===== src/spf_pkg.sv =====
// Constants for the shared pin function select block
package spf_pkg;

    // Shared pin count and pin positions in every pin vector
    localparam int unsigned NUM_PINS     = 13;
    localparam int unsigned PIN_EDGE1    = 0;
    localparam int unsigned PIN_EDGE2    = 1;
    localparam int unsigned PIN_EDGE3    = 2;
    localparam int unsigned PIN_EDGE4    = 3;
    localparam int unsigned PIN_FLAG     = 4;
    localparam int unsigned PIN_BRANCH   = 5;
    localparam int unsigned PIN_SYSTEM_CLOCK_PIN   = 6;
    localparam int unsigned PIN_SCI_TX   = 7;
    localparam int unsigned PIN_SCI_RX   = 8;
    localparam int unsigned PIN_SPI_MOSI = 9;
    localparam int unsigned PIN_SPI_MISO = 10;
    localparam int unsigned PIN_SPI_CLK  = 11;
    localparam int unsigned PIN_SPI_STE  = 12;

    // Pins whose peripheral function is input only
    localparam logic [12:0] PERIPH_IN_ONLY = 13'h012f;

    // Register byte offsets
    localparam logic [7:0] OFS_SEL    = 8'h00;
    localparam logic [7:0] OFS_DIR    = 8'h04;
    localparam logic [7:0] OFS_DOUT   = 8'h08;
    localparam logic [7:0] OFS_DIN    = 8'h0c;
    localparam logic [7:0] OFS_CTRL   = 8'h10;
    localparam logic [7:0] OFS_SYSCTL = 8'h14;
    localparam logic [7:0] OFS_ACTION = 8'h18;
    localparam logic [7:0] OFS_STATUS = 8'h1c;

    // Reset values
    localparam logic [12:0] SEL_RST    = 13'h0030;
    localparam logic        CLKSEL_POR = 1'b1;
    localparam logic [12:0] DIR_RST    = 13'h0000;
    localparam logic [12:0] DOUT_RST   = 13'h0000;
    localparam logic        FLAG_RST   = 1'b0;
    localparam logic        UNMASK_RST = 1'b1;
    localparam logic [1:0]  CSRC_RST   = 2'h0;

    // Control register fields
    localparam int unsigned CTRL_FLAG   = 0;
    localparam int unsigned CTRL_UNMASK = 1;

    // Status register fields
    localparam int unsigned STAT_FLOAT  = 0;
    localparam int unsigned STAT_PDP    = 1;
    localparam int unsigned STAT_BRANCH = 2;

    // Per-output action field codes
    typedef enum logic [1:0] {
        SPF_ACT_LOW  = 2'b00,
        SPF_ACT_INVL = 2'b01,
        SPF_ACT_HIGH = 2'b10,
        SPF_ACT_ONE  = 2'b11
    } spf_action_t;

endpackage : spf_pkg


===== src/spf_shared_pins.sv =====
// Shared pin function select with compare output float control
//
// The APB interface to the registers and the register offsets were left to the implementer.
`timescale 1ns/1ps
module spf_shared_pins
    import spf_pkg::*;
#(
    parameter int unsigned NUM_CMP = 5
) (
    // Clock and resets
    input  wire logic                  sys_clk,
    input  wire logic                  rst_b,
    input  wire logic                  por_b,
    // APB slave
    input  wire logic                  psel,
    input  wire logic                  penable,
    input  wire logic                  pwrite,
    input  wire logic [7:0]            paddr,
    input  wire logic [31:0]           pwdata,
    input  wire logic [3:0]            pstrb,
    output logic                       pready,
    output logic [31:0]                prdata,
    output logic                       pslverr,
    // Shared pins
    input  wire logic [spf_pkg::NUM_PINS-1:0] pin_in,
    output logic [spf_pkg::NUM_PINS-1:0]      pin_out,
    output logic [spf_pkg::NUM_PINS-1:0]      pin_oe_b,
    // Peripheral side of the shared pins
    input  wire logic [spf_pkg::NUM_PINS-1:0] periph_dout,
    input  wire logic [spf_pkg::NUM_PINS-1:0] periph_drive,
    output logic [spf_pkg::NUM_PINS-1:0]      periph_din,
    // Clock candidates for the clock output pin
    input  wire logic [3:0]            clock_candidates,
    // Branch condition
    input  wire logic                  branch_on_low_instruction,
    output logic                       branch_taken,
    // Full compare outputs
    input  wire logic [NUM_CMP-1:0]    cmp_pwm,
    input  wire logic                  power_drive_protect_irq_b,
    output logic [NUM_CMP-1:0]         full_compare_out,
    output logic [NUM_CMP-1:0]         full_compare_oe_b
);

    import spf_pkg::*;

    if (NUM_CMP < 1 || NUM_CMP > 16) begin : g_chk
        $error("NUM_CMP must lie between 1 and 16");
    end

    localparam int unsigned NP = NUM_PINS;
    localparam int unsigned AW = 2 * NUM_CMP;

    // POR and external reset both clear the general state
    logic rst_all_b;
    assign rst_all_b = rst_b & por_b;

    logic [NP-1:0] sel_q;
    logic [NP-1:0] dir_q;
    logic [NP-1:0] dout_q;
    logic [NP-1:0] pin_s2_q;
    logic          flag_q;
    logic          unmask_q;
    logic [1:0]    csrc_q;
    logic [AW-1:0] action_q;
    logic          pdp_s2_q;
    logic          branch_taken_q;
    logic [31:0]   prdata_q;
    logic          clksel_q;

    // APB decode
    logic        setup;
    logic        wr_en;
    logic        hit;
    logic [31:0] wmask;
    logic [31:0] rd_d;
    logic [31:0] status_w;

    assign setup = psel & ~penable;
    assign wr_en = psel & penable & pwrite;
    assign wmask = {{8{pstrb[3]}}, {8{pstrb[2]}},
                    {8{pstrb[1]}}, {8{pstrb[0]}}};

    always_comb begin
        hit = 1'b1;
        case (paddr)
            OFS_SEL, OFS_DIR, OFS_DOUT, OFS_DIN,
            OFS_CTRL, OFS_SYSCTL, OFS_ACTION, OFS_STATUS: hit = 1'b1;
            default: hit = 1'b0;
        endcase
    end

    // Zero wait states; error only on an unmapped word
    assign pready  = 1'b1;
    assign pslverr = psel & penable & ~hit;
    assign prdata  = prdata_q;

    // Pin synchronisers; pins idle low, protect input idles high
    spf_sync2 #(
        .WIDTH    (NP),
        .RST_VAL  (1'b0)
    ) u_pin_sync (
        .sys_clk  (sys_clk),
        .rst_b    (rst_all_b),
        .async_in (pin_in),
        .sync_q   (pin_s2_q)
    );

    spf_sync2 #(
        .WIDTH    (1),
        .RST_VAL  (1'b1)
    ) u_pdp_sync (
        .sys_clk  (sys_clk),
        .rst_b    (rst_all_b),
        .async_in (power_drive_protect_irq_b),
        .sync_q   (pdp_s2_q)
    );

    // Full value for the select vector, clock pin bit held apart
    logic [NP-1:0] sel_full;
    always_comb begin
        sel_full             = sel_q;
        sel_full[PIN_SYSTEM_CLOCK_PIN] = clksel_q;
    end

    // Select bits: every reset picks input, flag and branch functions
    always_ff @(posedge sys_clk or negedge rst_all_b) begin
        if (!rst_all_b) begin
            sel_q <= SEL_RST;
        end else if (wr_en && paddr == OFS_SEL) begin
            sel_q <= (sel_q & ~wmask[NP-1:0])
                   | (pwdata[NP-1:0] & wmask[NP-1:0]);
        end
    end

    // Clock pin select survives the pin reset; only POR loads its reset value
    always_ff @(posedge sys_clk or negedge por_b) begin
        if (!por_b) begin
            clksel_q <= CLKSEL_POR;
        end else if (wr_en && paddr == OFS_SEL && pstrb[0]) begin
            clksel_q <= pwdata[PIN_SYSTEM_CLOCK_PIN];
        end
    end

    // Direction and output latches for general I/O mode
    always_ff @(posedge sys_clk or negedge rst_all_b) begin
        if (!rst_all_b) begin
            dir_q  <= DIR_RST;
            dout_q <= DOUT_RST;
        end else if (wr_en && paddr == OFS_DIR) begin
            dir_q <= (dir_q & ~wmask[NP-1:0])
                   | (pwdata[NP-1:0] & wmask[NP-1:0]);
        end else if (wr_en && paddr == OFS_DOUT) begin
            dout_q <= (dout_q & ~wmask[NP-1:0])
                    | (pwdata[NP-1:0] & wmask[NP-1:0]);
        end
    end

    // Flag latch and protection mask
    always_ff @(posedge sys_clk or negedge rst_all_b) begin
        if (!rst_all_b) begin
            flag_q   <= FLAG_RST;
            unmask_q <= UNMASK_RST;
        end else if (wr_en && paddr == OFS_CTRL && pstrb[0]) begin
            flag_q   <= pwdata[CTRL_FLAG];
            unmask_q <= pwdata[CTRL_UNMASK];
        end
    end

    // Clock source field
    always_ff @(posedge sys_clk or negedge rst_all_b) begin
        if (!rst_all_b) begin
            csrc_q <= CSRC_RST;
        end else if (wr_en && paddr == OFS_SYSCTL && pstrb[0]) begin
            csrc_q <= pwdata[1:0];
        end
    end

    // Compare action fields
    always_ff @(posedge sys_clk or negedge rst_all_b) begin
        if (!rst_all_b) begin
            action_q <= '0;
        end else if (wr_en && paddr == OFS_ACTION) begin
            action_q <= (action_q & ~wmask[AW-1:0])
                      | (pwdata[AW-1:0] & wmask[AW-1:0]);
        end
    end

    // Peripheral side values, with block-owned functions folded in
    logic [NP-1:0] periph_val;
    logic [NP-1:0] periph_en;
    logic [NP-1:0] drive;
    always_comb begin
        periph_val             = periph_dout;
        periph_en              = periph_drive & ~PERIPH_IN_ONLY;
        periph_val[PIN_FLAG]   = flag_q;
        periph_en[PIN_FLAG]    = 1'b1;
        periph_val[PIN_SYSTEM_CLOCK_PIN] = clock_candidates[csrc_q];
        periph_en[PIN_SYSTEM_CLOCK_PIN]  = 1'b1;
    end

    // Per-pin mux: select bit picks peripheral or general I/O
    for (genvar p = 0; p < NP; p++) begin : g_pin
        spf_pin_mux u_mux (
            .periph_sel (sel_full[p]),
            .periph_en  (periph_en[p]),
            .periph_val (periph_val[p]),
            .io_dir     (dir_q[p]),
            .io_dout    (dout_q[p]),
            .pin_drive  (drive[p]),
            .pin_level  (pin_out[p])
        );
    end
    assign pin_oe_b   = ~drive;
    assign periph_din = pin_s2_q;

    // Branch taken one cycle after the instruction polls a low pin
    always_ff @(posedge sys_clk or negedge rst_all_b) begin
        if (!rst_all_b) begin
            branch_taken_q <= 1'b0;
        end else begin
            branch_taken_q <= branch_on_low_instruction
                            & sel_full[PIN_BRANCH]
                            & ~pin_s2_q[PIN_BRANCH];
        end
    end
    assign branch_taken = branch_taken_q;

    // Float path is combinational from the pins and unmask_q, so an unmasked fault
    // tristates the drivers even with the clock stopped
    logic float_now;
    assign float_now = ~rst_b | ~por_b
                     | (unmask_q & ~power_drive_protect_irq_b);

    // Compare outputs shaped by their action field
    logic [NUM_CMP-1:0] cmp_lvl;
    always_comb begin
        for (int i = 0; i < NUM_CMP; i++) begin
            case (spf_action_t'(action_q[2*i +: 2]))
                SPF_ACT_LOW:  cmp_lvl[i] = 1'b0;
                SPF_ACT_INVL: cmp_lvl[i] = ~cmp_pwm[i];
                SPF_ACT_HIGH: cmp_lvl[i] = cmp_pwm[i];
                SPF_ACT_ONE:  cmp_lvl[i] = 1'b1;
                default:      cmp_lvl[i] = 1'b0;
            endcase
        end
    end
    assign full_compare_out  = cmp_lvl;
    assign full_compare_oe_b = {NUM_CMP{float_now}};

    // Status word
    always_comb begin
        status_w              = '0;
        status_w[STAT_FLOAT]  = float_now;
        status_w[STAT_PDP]    = pdp_s2_q;
        status_w[STAT_BRANCH] = pin_s2_q[PIN_BRANCH];
    end

    // Read mux
    always_comb begin
        rd_d = '0;
        case (paddr)
            OFS_SEL:    rd_d[NP-1:0] = sel_full;
            OFS_DIR:    rd_d[NP-1:0] = dir_q;
            OFS_DOUT:   rd_d[NP-1:0] = dout_q;
            OFS_DIN:    rd_d[NP-1:0] = pin_s2_q;
            OFS_CTRL:   rd_d[1:0]    = {unmask_q, flag_q};
            OFS_SYSCTL: rd_d[1:0]    = csrc_q;
            OFS_ACTION: rd_d[AW-1:0] = action_q;
            OFS_STATUS: rd_d         = status_w;
            default:    rd_d         = '0;
        endcase
    end

    // Read data captured in the setup cycle, stable through access
    always_ff @(posedge sys_clk or negedge rst_all_b) begin
        if (!rst_all_b) begin
            prdata_q <= '0;
        end else if (setup && !pwrite) begin
            prdata_q <= rd_d;
        end
    end

endmodule : spf_shared_pins

// Two-stage synchroniser for signals from outside the clock domain
module spf_sync2 #(
    parameter int unsigned WIDTH   = 1,
    parameter logic        RST_VAL = 1'b0
) (
    // Clock and reset
    input  wire logic             sys_clk,
    input  wire logic             rst_b,
    // Data
    input  wire logic [WIDTH-1:0] async_in,
    output logic      [WIDTH-1:0] sync_q
);

    if (WIDTH < 1) begin : g_chk
        $error("WIDTH must be at least 1");
    end

    // Only the second stage is read, so metastability stays here
    logic [WIDTH-1:0] s1_q;

    always_ff @(posedge sys_clk or negedge rst_b) begin
        if (!rst_b) begin
            s1_q   <= {WIDTH{RST_VAL}};
            sync_q <= {WIDTH{RST_VAL}};
        end else begin
            s1_q   <= async_in;
            sync_q <= s1_q;
        end
    end

endmodule : spf_sync2

// One shared pin: peripheral function or general I/O
module spf_pin_mux (
    // Peripheral function
    input  wire logic periph_sel,
    input  wire logic periph_en,
    input  wire logic periph_val,
    // General I/O latches
    input  wire logic io_dir,
    input  wire logic io_dout,
    // Pin side
    output logic      pin_drive,
    output logic      pin_level
);

    // One select steers enable and level, so sources never mix
    assign pin_drive = periph_sel ? periph_en : io_dir;
    assign pin_level = periph_sel ? periph_val : io_dout;

endmodule : spf_pin_mux


===== config.mk =====
export PLATFORM = sky130hd
export DESIGN_NAME = spf_shared_pins
export DESIGN_NICKNAME = d
export VERILOG_FILES = /design/src/spf_pkg.sv /design/src/spf_shared_pins.sv
export SDC_FILE = /design/constraint.sdc
export NUM_CORES = 1
export LEC_CHECK = 0
export ABC_AREA = 1
export BUFFER_PORTS_ARGS = -buffer_cell sky130_fd_sc_hd__buf_2
export CORE_UTILIZATION = 44
export CTS_CLUSTER_DIAMETER = 80
export DETAILED_ROUTE_END_ITERATION = 16
export PLACE_DENSITY = 0.72
export RECOVER_POWER = 50
export SLEW_MARGIN = 20
export SYNTH_ARGS = -nofsm -noshare
export SYNTH_HDL_FRONTEND = slang
export SYNTH_SLANG_ARGS = --single-unit
export TNS_END_PERCENT = 10

===== constraint.sdc =====
create_clock -name sys_clk -period 4.3 [get_ports sys_clk]
set_clock_uncertainty 0.1 [all_clocks]
set_input_delay 0.86 -clock sys_clk [delete_from_list [all_inputs] [get_ports sys_clk]]
set_output_delay 0.86 -clock sys_clk [all_outputs]
set_load 0.01 [all_outputs]

# --- After elaboration in Yosys (flattened, before gate mapping) ---
# Memory sizes are Yosys's and may differ from the RTL's.
# Cells that the tools add are included.
op_classes:
  n_lt_le_gt_ge: 1
  eq_ne: 22
  mux: 37
  bitwise: 35
  reduce_logical: 19
ops:
  columns: ["cell", "count"]
  rows:
  - ["13-bit AND", 4]
  - ["8-bit one-hot mux with 6 select lines", 1]
  - ["13-bit OR", 3]
  - ["8-bit by 5-bit == test with 1-bit output (second input constant)", 4]
  - ["1-bit 2-to-1 mux", 28]
  - ["13-bit NOT", 2]
  - ["10-bit AND", 2]
  - ["2-bit == test (second input constant)", 10]
  - ["1-bit one-hot mux with 4 select lines", 5]
  - ["8-bit by 4-bit == test with 1-bit output (second input constant)", 2]
  - ["2-bit one-hot mux with 8 select lines", 1]
  - ["1-bit NOT", 12]
  - ["3-bit one-hot mux with 4 select lines", 1]
  - ["2-bit by 1-bit == test with 1-bit output (second input constant)", 5]
  - ["1-bit logical AND", 10]
  - ["2-bit zero test", 5]
  - ["10-bit NOT", 1]
  - ["10-bit OR", 1]
  - ["1-bit AND", 8]
  - ["8-bit by 3-bit == test with 1-bit output (second input constant)", 1]
  - ["8-bit zero test", 1]
  - ["3-bit zero test", 1]
  - ["2-bit by 3-bit less-than comparator with 1-bit output (second input constant)", 1]
  - ["1-bit binary-select mux with 2-bit select", 1]
  - ["3 further kinds", 4]
word_totals:
  ff_bits: 96
  rom_bits: 32
  out_inout_bits: 84
  wordCells: 129
  mem_count: 1
mem_list:
  columns: ["name", "depth", "word_bits", "rd", "rd_ports_with_merged_regs", "wr", "line", "source"]
  rows:
  - ["(name not given)", 32, 1, 1, 0, 0, "spf_shared_pins.sv:85", "case (paddr)"]

# --- Logic depth before layout (Yosys ltp) ---
depth:
  depth_word: 5
  ltp_mapped: 10
  ltp_nobuf: 9

# --- Modules after synthesis ---
# Synthesis repeated with hierarchy kept, for this count alone.
hier_totals:
  cells_unflattened: 569
  area_unflattened_um2: 4805.9
by_module_without_submodules:
  columns: ["module", "instances", "cells_per_inst", "area_per_inst_um2", "seq_area_each_um2"]
  rows:
  - ["spf_shared_pins", 1, 450, 3761.1, 1681.6]
  - ["spf_sync2 (u_pin_sync)", 1, 26, 650.6, 650.6]
  - ["spf_pin_mux", 13, 7, 26.3, 0.0]
  - ["spf_sync2 (u_pdp_sync)", 1, 2, 52.6, 52.6]

# --- Least setup slack after synthesis ---
# No wires, ideal clock.
synth_path:
  path_kind: "input to output"
  from: "input port rst_b"
  to: "output port full_compare_oe_b[0]"
  arrival_ns: 3.584
  slack_ns: -0.244
  stages: 4
  path_cell_list: "nand2_1 inv_1 nand2_1 buf_4"
synth_between:
  elab_chain_len: 3
synth_lines:
  columns: ["item", "line", "source"]
  rows:
  - ["from (decl)", "spf_shared_pins.sv:12", "input wire logic rst_b,"]
  - ["1-bit NOT", "spf_shared_pins.sv:231", "assign float_now = ~rst_b | ~por_b"]
  - ["1-bit OR", "spf_shared_pins.sv:231", null]
  - ["1-bit OR", "spf_shared_pins.sv:232", "| (unmask_q & ~power_drive_protect_irq_b);"]
  - ["to (decl)", "spf_shared_pins.sv:41", "output logic [NUM_CMP-1:0] full_compare_oe_b"]
# No other way between the ends.

==> results.md <==
- Maximum clock path buffer count: 2
- Root buf cell: clkbuf_8
- Inserted Clock Buffers: 9
- Multi-input gate area: 0.00172 sq mm
- Worst path max stage delay: 1.17 ns
- Total I/O pin count: 184
- Clk sinks: 95
- DR vias: 3924
- Synth Cell Area: approximately 0.0047 sq mm
- Syn avg cell area: 8.80 sq um
- Clk_lat worst skew: approximately 0.35 ns
- Layout cell share with drive strength beyond 1: 0.247
- Mapped Cells: about 530
- Nets: 746
- Die Y: around 110 um
- Critical Path Start: paddr[1]
- TritonCTS clock tree: done
- Sequential area share after synthesis: 0.510
- H-tree Lvls: 3
- Core area: a little over 0.01 sq mm
- Hpwl dp: 8630 um
- Hold Crit Class: flop to flop
- Fin crit period: 2.86 ns
- Synth Area in XOR/XNOR: 0
- Reg-to-reg setup timing slack: 2.92 ns
- Drt pass-1 iters: 5
- Initial core utilization: 0.453
- Vias per std cell: about 5.0
- Routed length per instance: 14.9 um
- Crit share post-route: 0.664
- Hold Startpoint: u_pin_sync.s1_q[10]$_DFF_PN0_
- Crit path max fanout: 16
- Reg-to-Reg End: prdata[0]$_DFFE_PN0P_
- GPL Wtd Cong: 0.846
- Syn. warnings: 0
- FMAX: between 300 and 400 MHz
- R2R depth: 8
- RR Startpoint: unmask_q$_DFFE_PN1P_
- Area contributors post-synth: dfrtp_1 48%, nand2_1 12%, buf_4 6.3%
- Largest area contributor in the netlist: dfrtp_1
- Hold path depth: 0
- Compound-Gate Fraction of Synth Area: 0.103
- Fillers: 1000
- # Max-Cap Violations: 1
- Pwr Total: about 1.6 mW
- Pins Over Slew Limit: 16
- Ant diodes: 0
- Routed Antenna Nets: 0
- Vias in the first global route: 3828
- Critical path class: input port to flop
- Die Wd: about 110 um
- RSZ-0062 raised after global routing: no
- GRT Overall Usage: 0.223
- CP max stage cell: nor2_1
- LEAKAGE: 2.72 nW
- Setup TNS: 0 ns
- Area share of and/or/nand/nor cells after synthesis: 0.243
- Final hold viol count: 0
- Rows: 37
- Power Dens Cells: 309 mW/mm^2
- Synth Area in Adders: 0
- Sequential Area: 0.00238 sq mm
- Worst setup EP type: flop
- Critical Path, Cell by Cell: buf_2 -> nor2_1 -> nand2_1 -> nor2_1 -> nand2_4 -> nand2_1 -> o21ai_0
- Data arrival time of the worst path: just under 3 ns
- Largest family of logic cells by synthesized area: simple AND/OR/NAND/NOR gates
- Synthesis-stage register bit count: 95
- Largest net degree at the start of global routing: 55
- Drt drc: 0
- Initial antenna violation count: 0
- Status: complete, but fails checks
- Post-synth top area share: 0.476
- Critical Path Source Type: input port
- Worst slew pin tran: around 1.6 ns
- Post-synthesis mux area share: 0.0214
- Setup repair bufs after CTS: 0
- First-pass GRT wire length: 18900 um
- Final Routed Wirelength: roughly 12000 um
- Failing checks: max-capacitance violations, max-slew violations
- WP data required: between 4 and 5 ns
- Hold buffer count at cts: 0
- Slew HR: -0.0448
- # setup viols final: 0
- Buffers on Ports: 132
- CTS-repair resized insts: 0
- Die Area: 0.0110 sq mm
- Initial DRC Count: 206
- Grt ovf: 0
- Synth cell types: 34
- Area growth syn-to-layout: 13.6%
- Worst-path clk slew: 0.09 ns
- Peak supply drop: around 170 uV
## kinds of logic after synthesis
family | after synthesis
and+or+nand+nor | 238
AOI/OAI and AO/OA | 90
muxes | 9
DFF | 95
other | 2
buffers and inverters | 97
## placed cells by master (no fill, tap or decap), types with 2 or more instances in the layout
| master | netlist | final |
|---|---|---|
| o21ai_0 | 46 | 56 |
| conb_1 | 2 | 20 |
| inv_1 | 43 | 42 |
| nand3_1 | 43 | 46 |
| inv_2 | 3 | 3 |
| or2_2 | 4 | 4 |
| buf_2 | 2 | 101 |
| clkbuf_8 | 0 | 10 |
| nand2_4 | 7 | 6 |
| clkinvlp_2 | 0 | 2 |
| nand2_1 | 146 | 147 |
| dfrtp_1 | 89 | 89 |
| dfstp_2 | 6 | 5 |
| mux2_2 | 8 | 8 |
| o21ai_1 | 28 | 18 |
| nor2_1 | 21 | 26 |
| o21ai_2 | 6 | 6 |
| nor3_1 | 3 | 2 |
| nor2_4 | 4 | 2 |
| clkinvlp_4 | 0 | 3 |
| buf_4 | 39 | 3 |
| clkbuf_1 | 1 | 32 |
| a21oi_1 | 6 | 6 |
## how the worst min path moves through the flow
stage | slack (ns) | endpoint
after global routing | 0.26 | u_pin_sync.sync_q[10]$_DFF_PN0_
after global placement | 0.23 | u_pin_sync.sync_q[1]$_DFF_PN0_
after floorplan | 0.23 | u_pin_sync.sync_q[0]$_DFF_PN0_
final | 0.25 | u_pin_sync.sync_q[10]$_DFF_PN0_
after detailed placement | 0.24 | u_pin_sync.sync_q[10]$_DFF_PN0_
after CTS | 0.25 | u_pin_sync.sync_q[10]$_DFF_PN0_
## synthesized netlist by cell type
cell type    n
nor2_8       2
nand3_4      3
buf_6        6
clkbuf_2     1
mux2i_1      1
buf_4       39
inv_2        3
a21oi_1      6
nand3_2      1
nor2_1      21
nand2_4      7
conb_1       2
o21a_1       1
inv_1       43
o21ai_0     46
nor2_2       3
mux2_2       8
clkinv_4     1
a31oi_1      1
nand2_1    146
nand3_1     43
buf_2        2
dfrtp_1     89
dfstp_2      6
o21ai_2      6
o21ai_1     28
nor3_1       3
o311ai_0     1
nor2_4       4
nand2_2      1
clkinv_2     1
a21boi_1     1
or2_2        4
clkbuf_1     1
## where the power goes
part	total, mW	switching (mW)	internal [mW]
sequential	0.924	0.0112	0.913
clock	0.586	0.302	0.284
combinational	0.129	0.0854	0.0433
## worst max-delay path: cells and delay by family
| kind | cells | cell delay, ns |
|---|---|---|
| compound gates | 1 | 0.10 |
| simple gates | 5 | 1.91 |
| buf+inv | 1 | 0.10 |
## stage by stage
step,worst slack (ns),hold slack (ns),cells,instance area [sq um],utilization
after floorplan,0.407,0.231,549,4750,-
after global placement,1.70,0.233,771,5230,0.506
after detailed placement,1.67,0.236,771,5230,0.506
after CTS,1.67,0.252,787,5420,0.525
after global routing,1.20,0.258,787,5310,0.514
final,1.44,0.251,787,5310,0.514
## final cells by class
class / count / area share
sequential: 95 / 0.449
multi-input combinational: 357 / 0.325
timing repair buffer: 135 / 0.121
inverter: 48 / 0.0354
tap: 136 / 0.0321
clock buffer: 11 / 0.0266
clock inverter: 5 / 0.0108
## metal layers
layer / vias to the layer above / global-route usage / routed length, um
met3: 12 / 0.0405 / 646
met2: 158 / 0.376 / 5840
met4: 0 / 0.0714 / 170
met1: 1879 / 0.291 / 5070
li1: 1875 / - / -
met5: - / 0 / 0
Note: power is estimated with default switching activity, not from simulation.
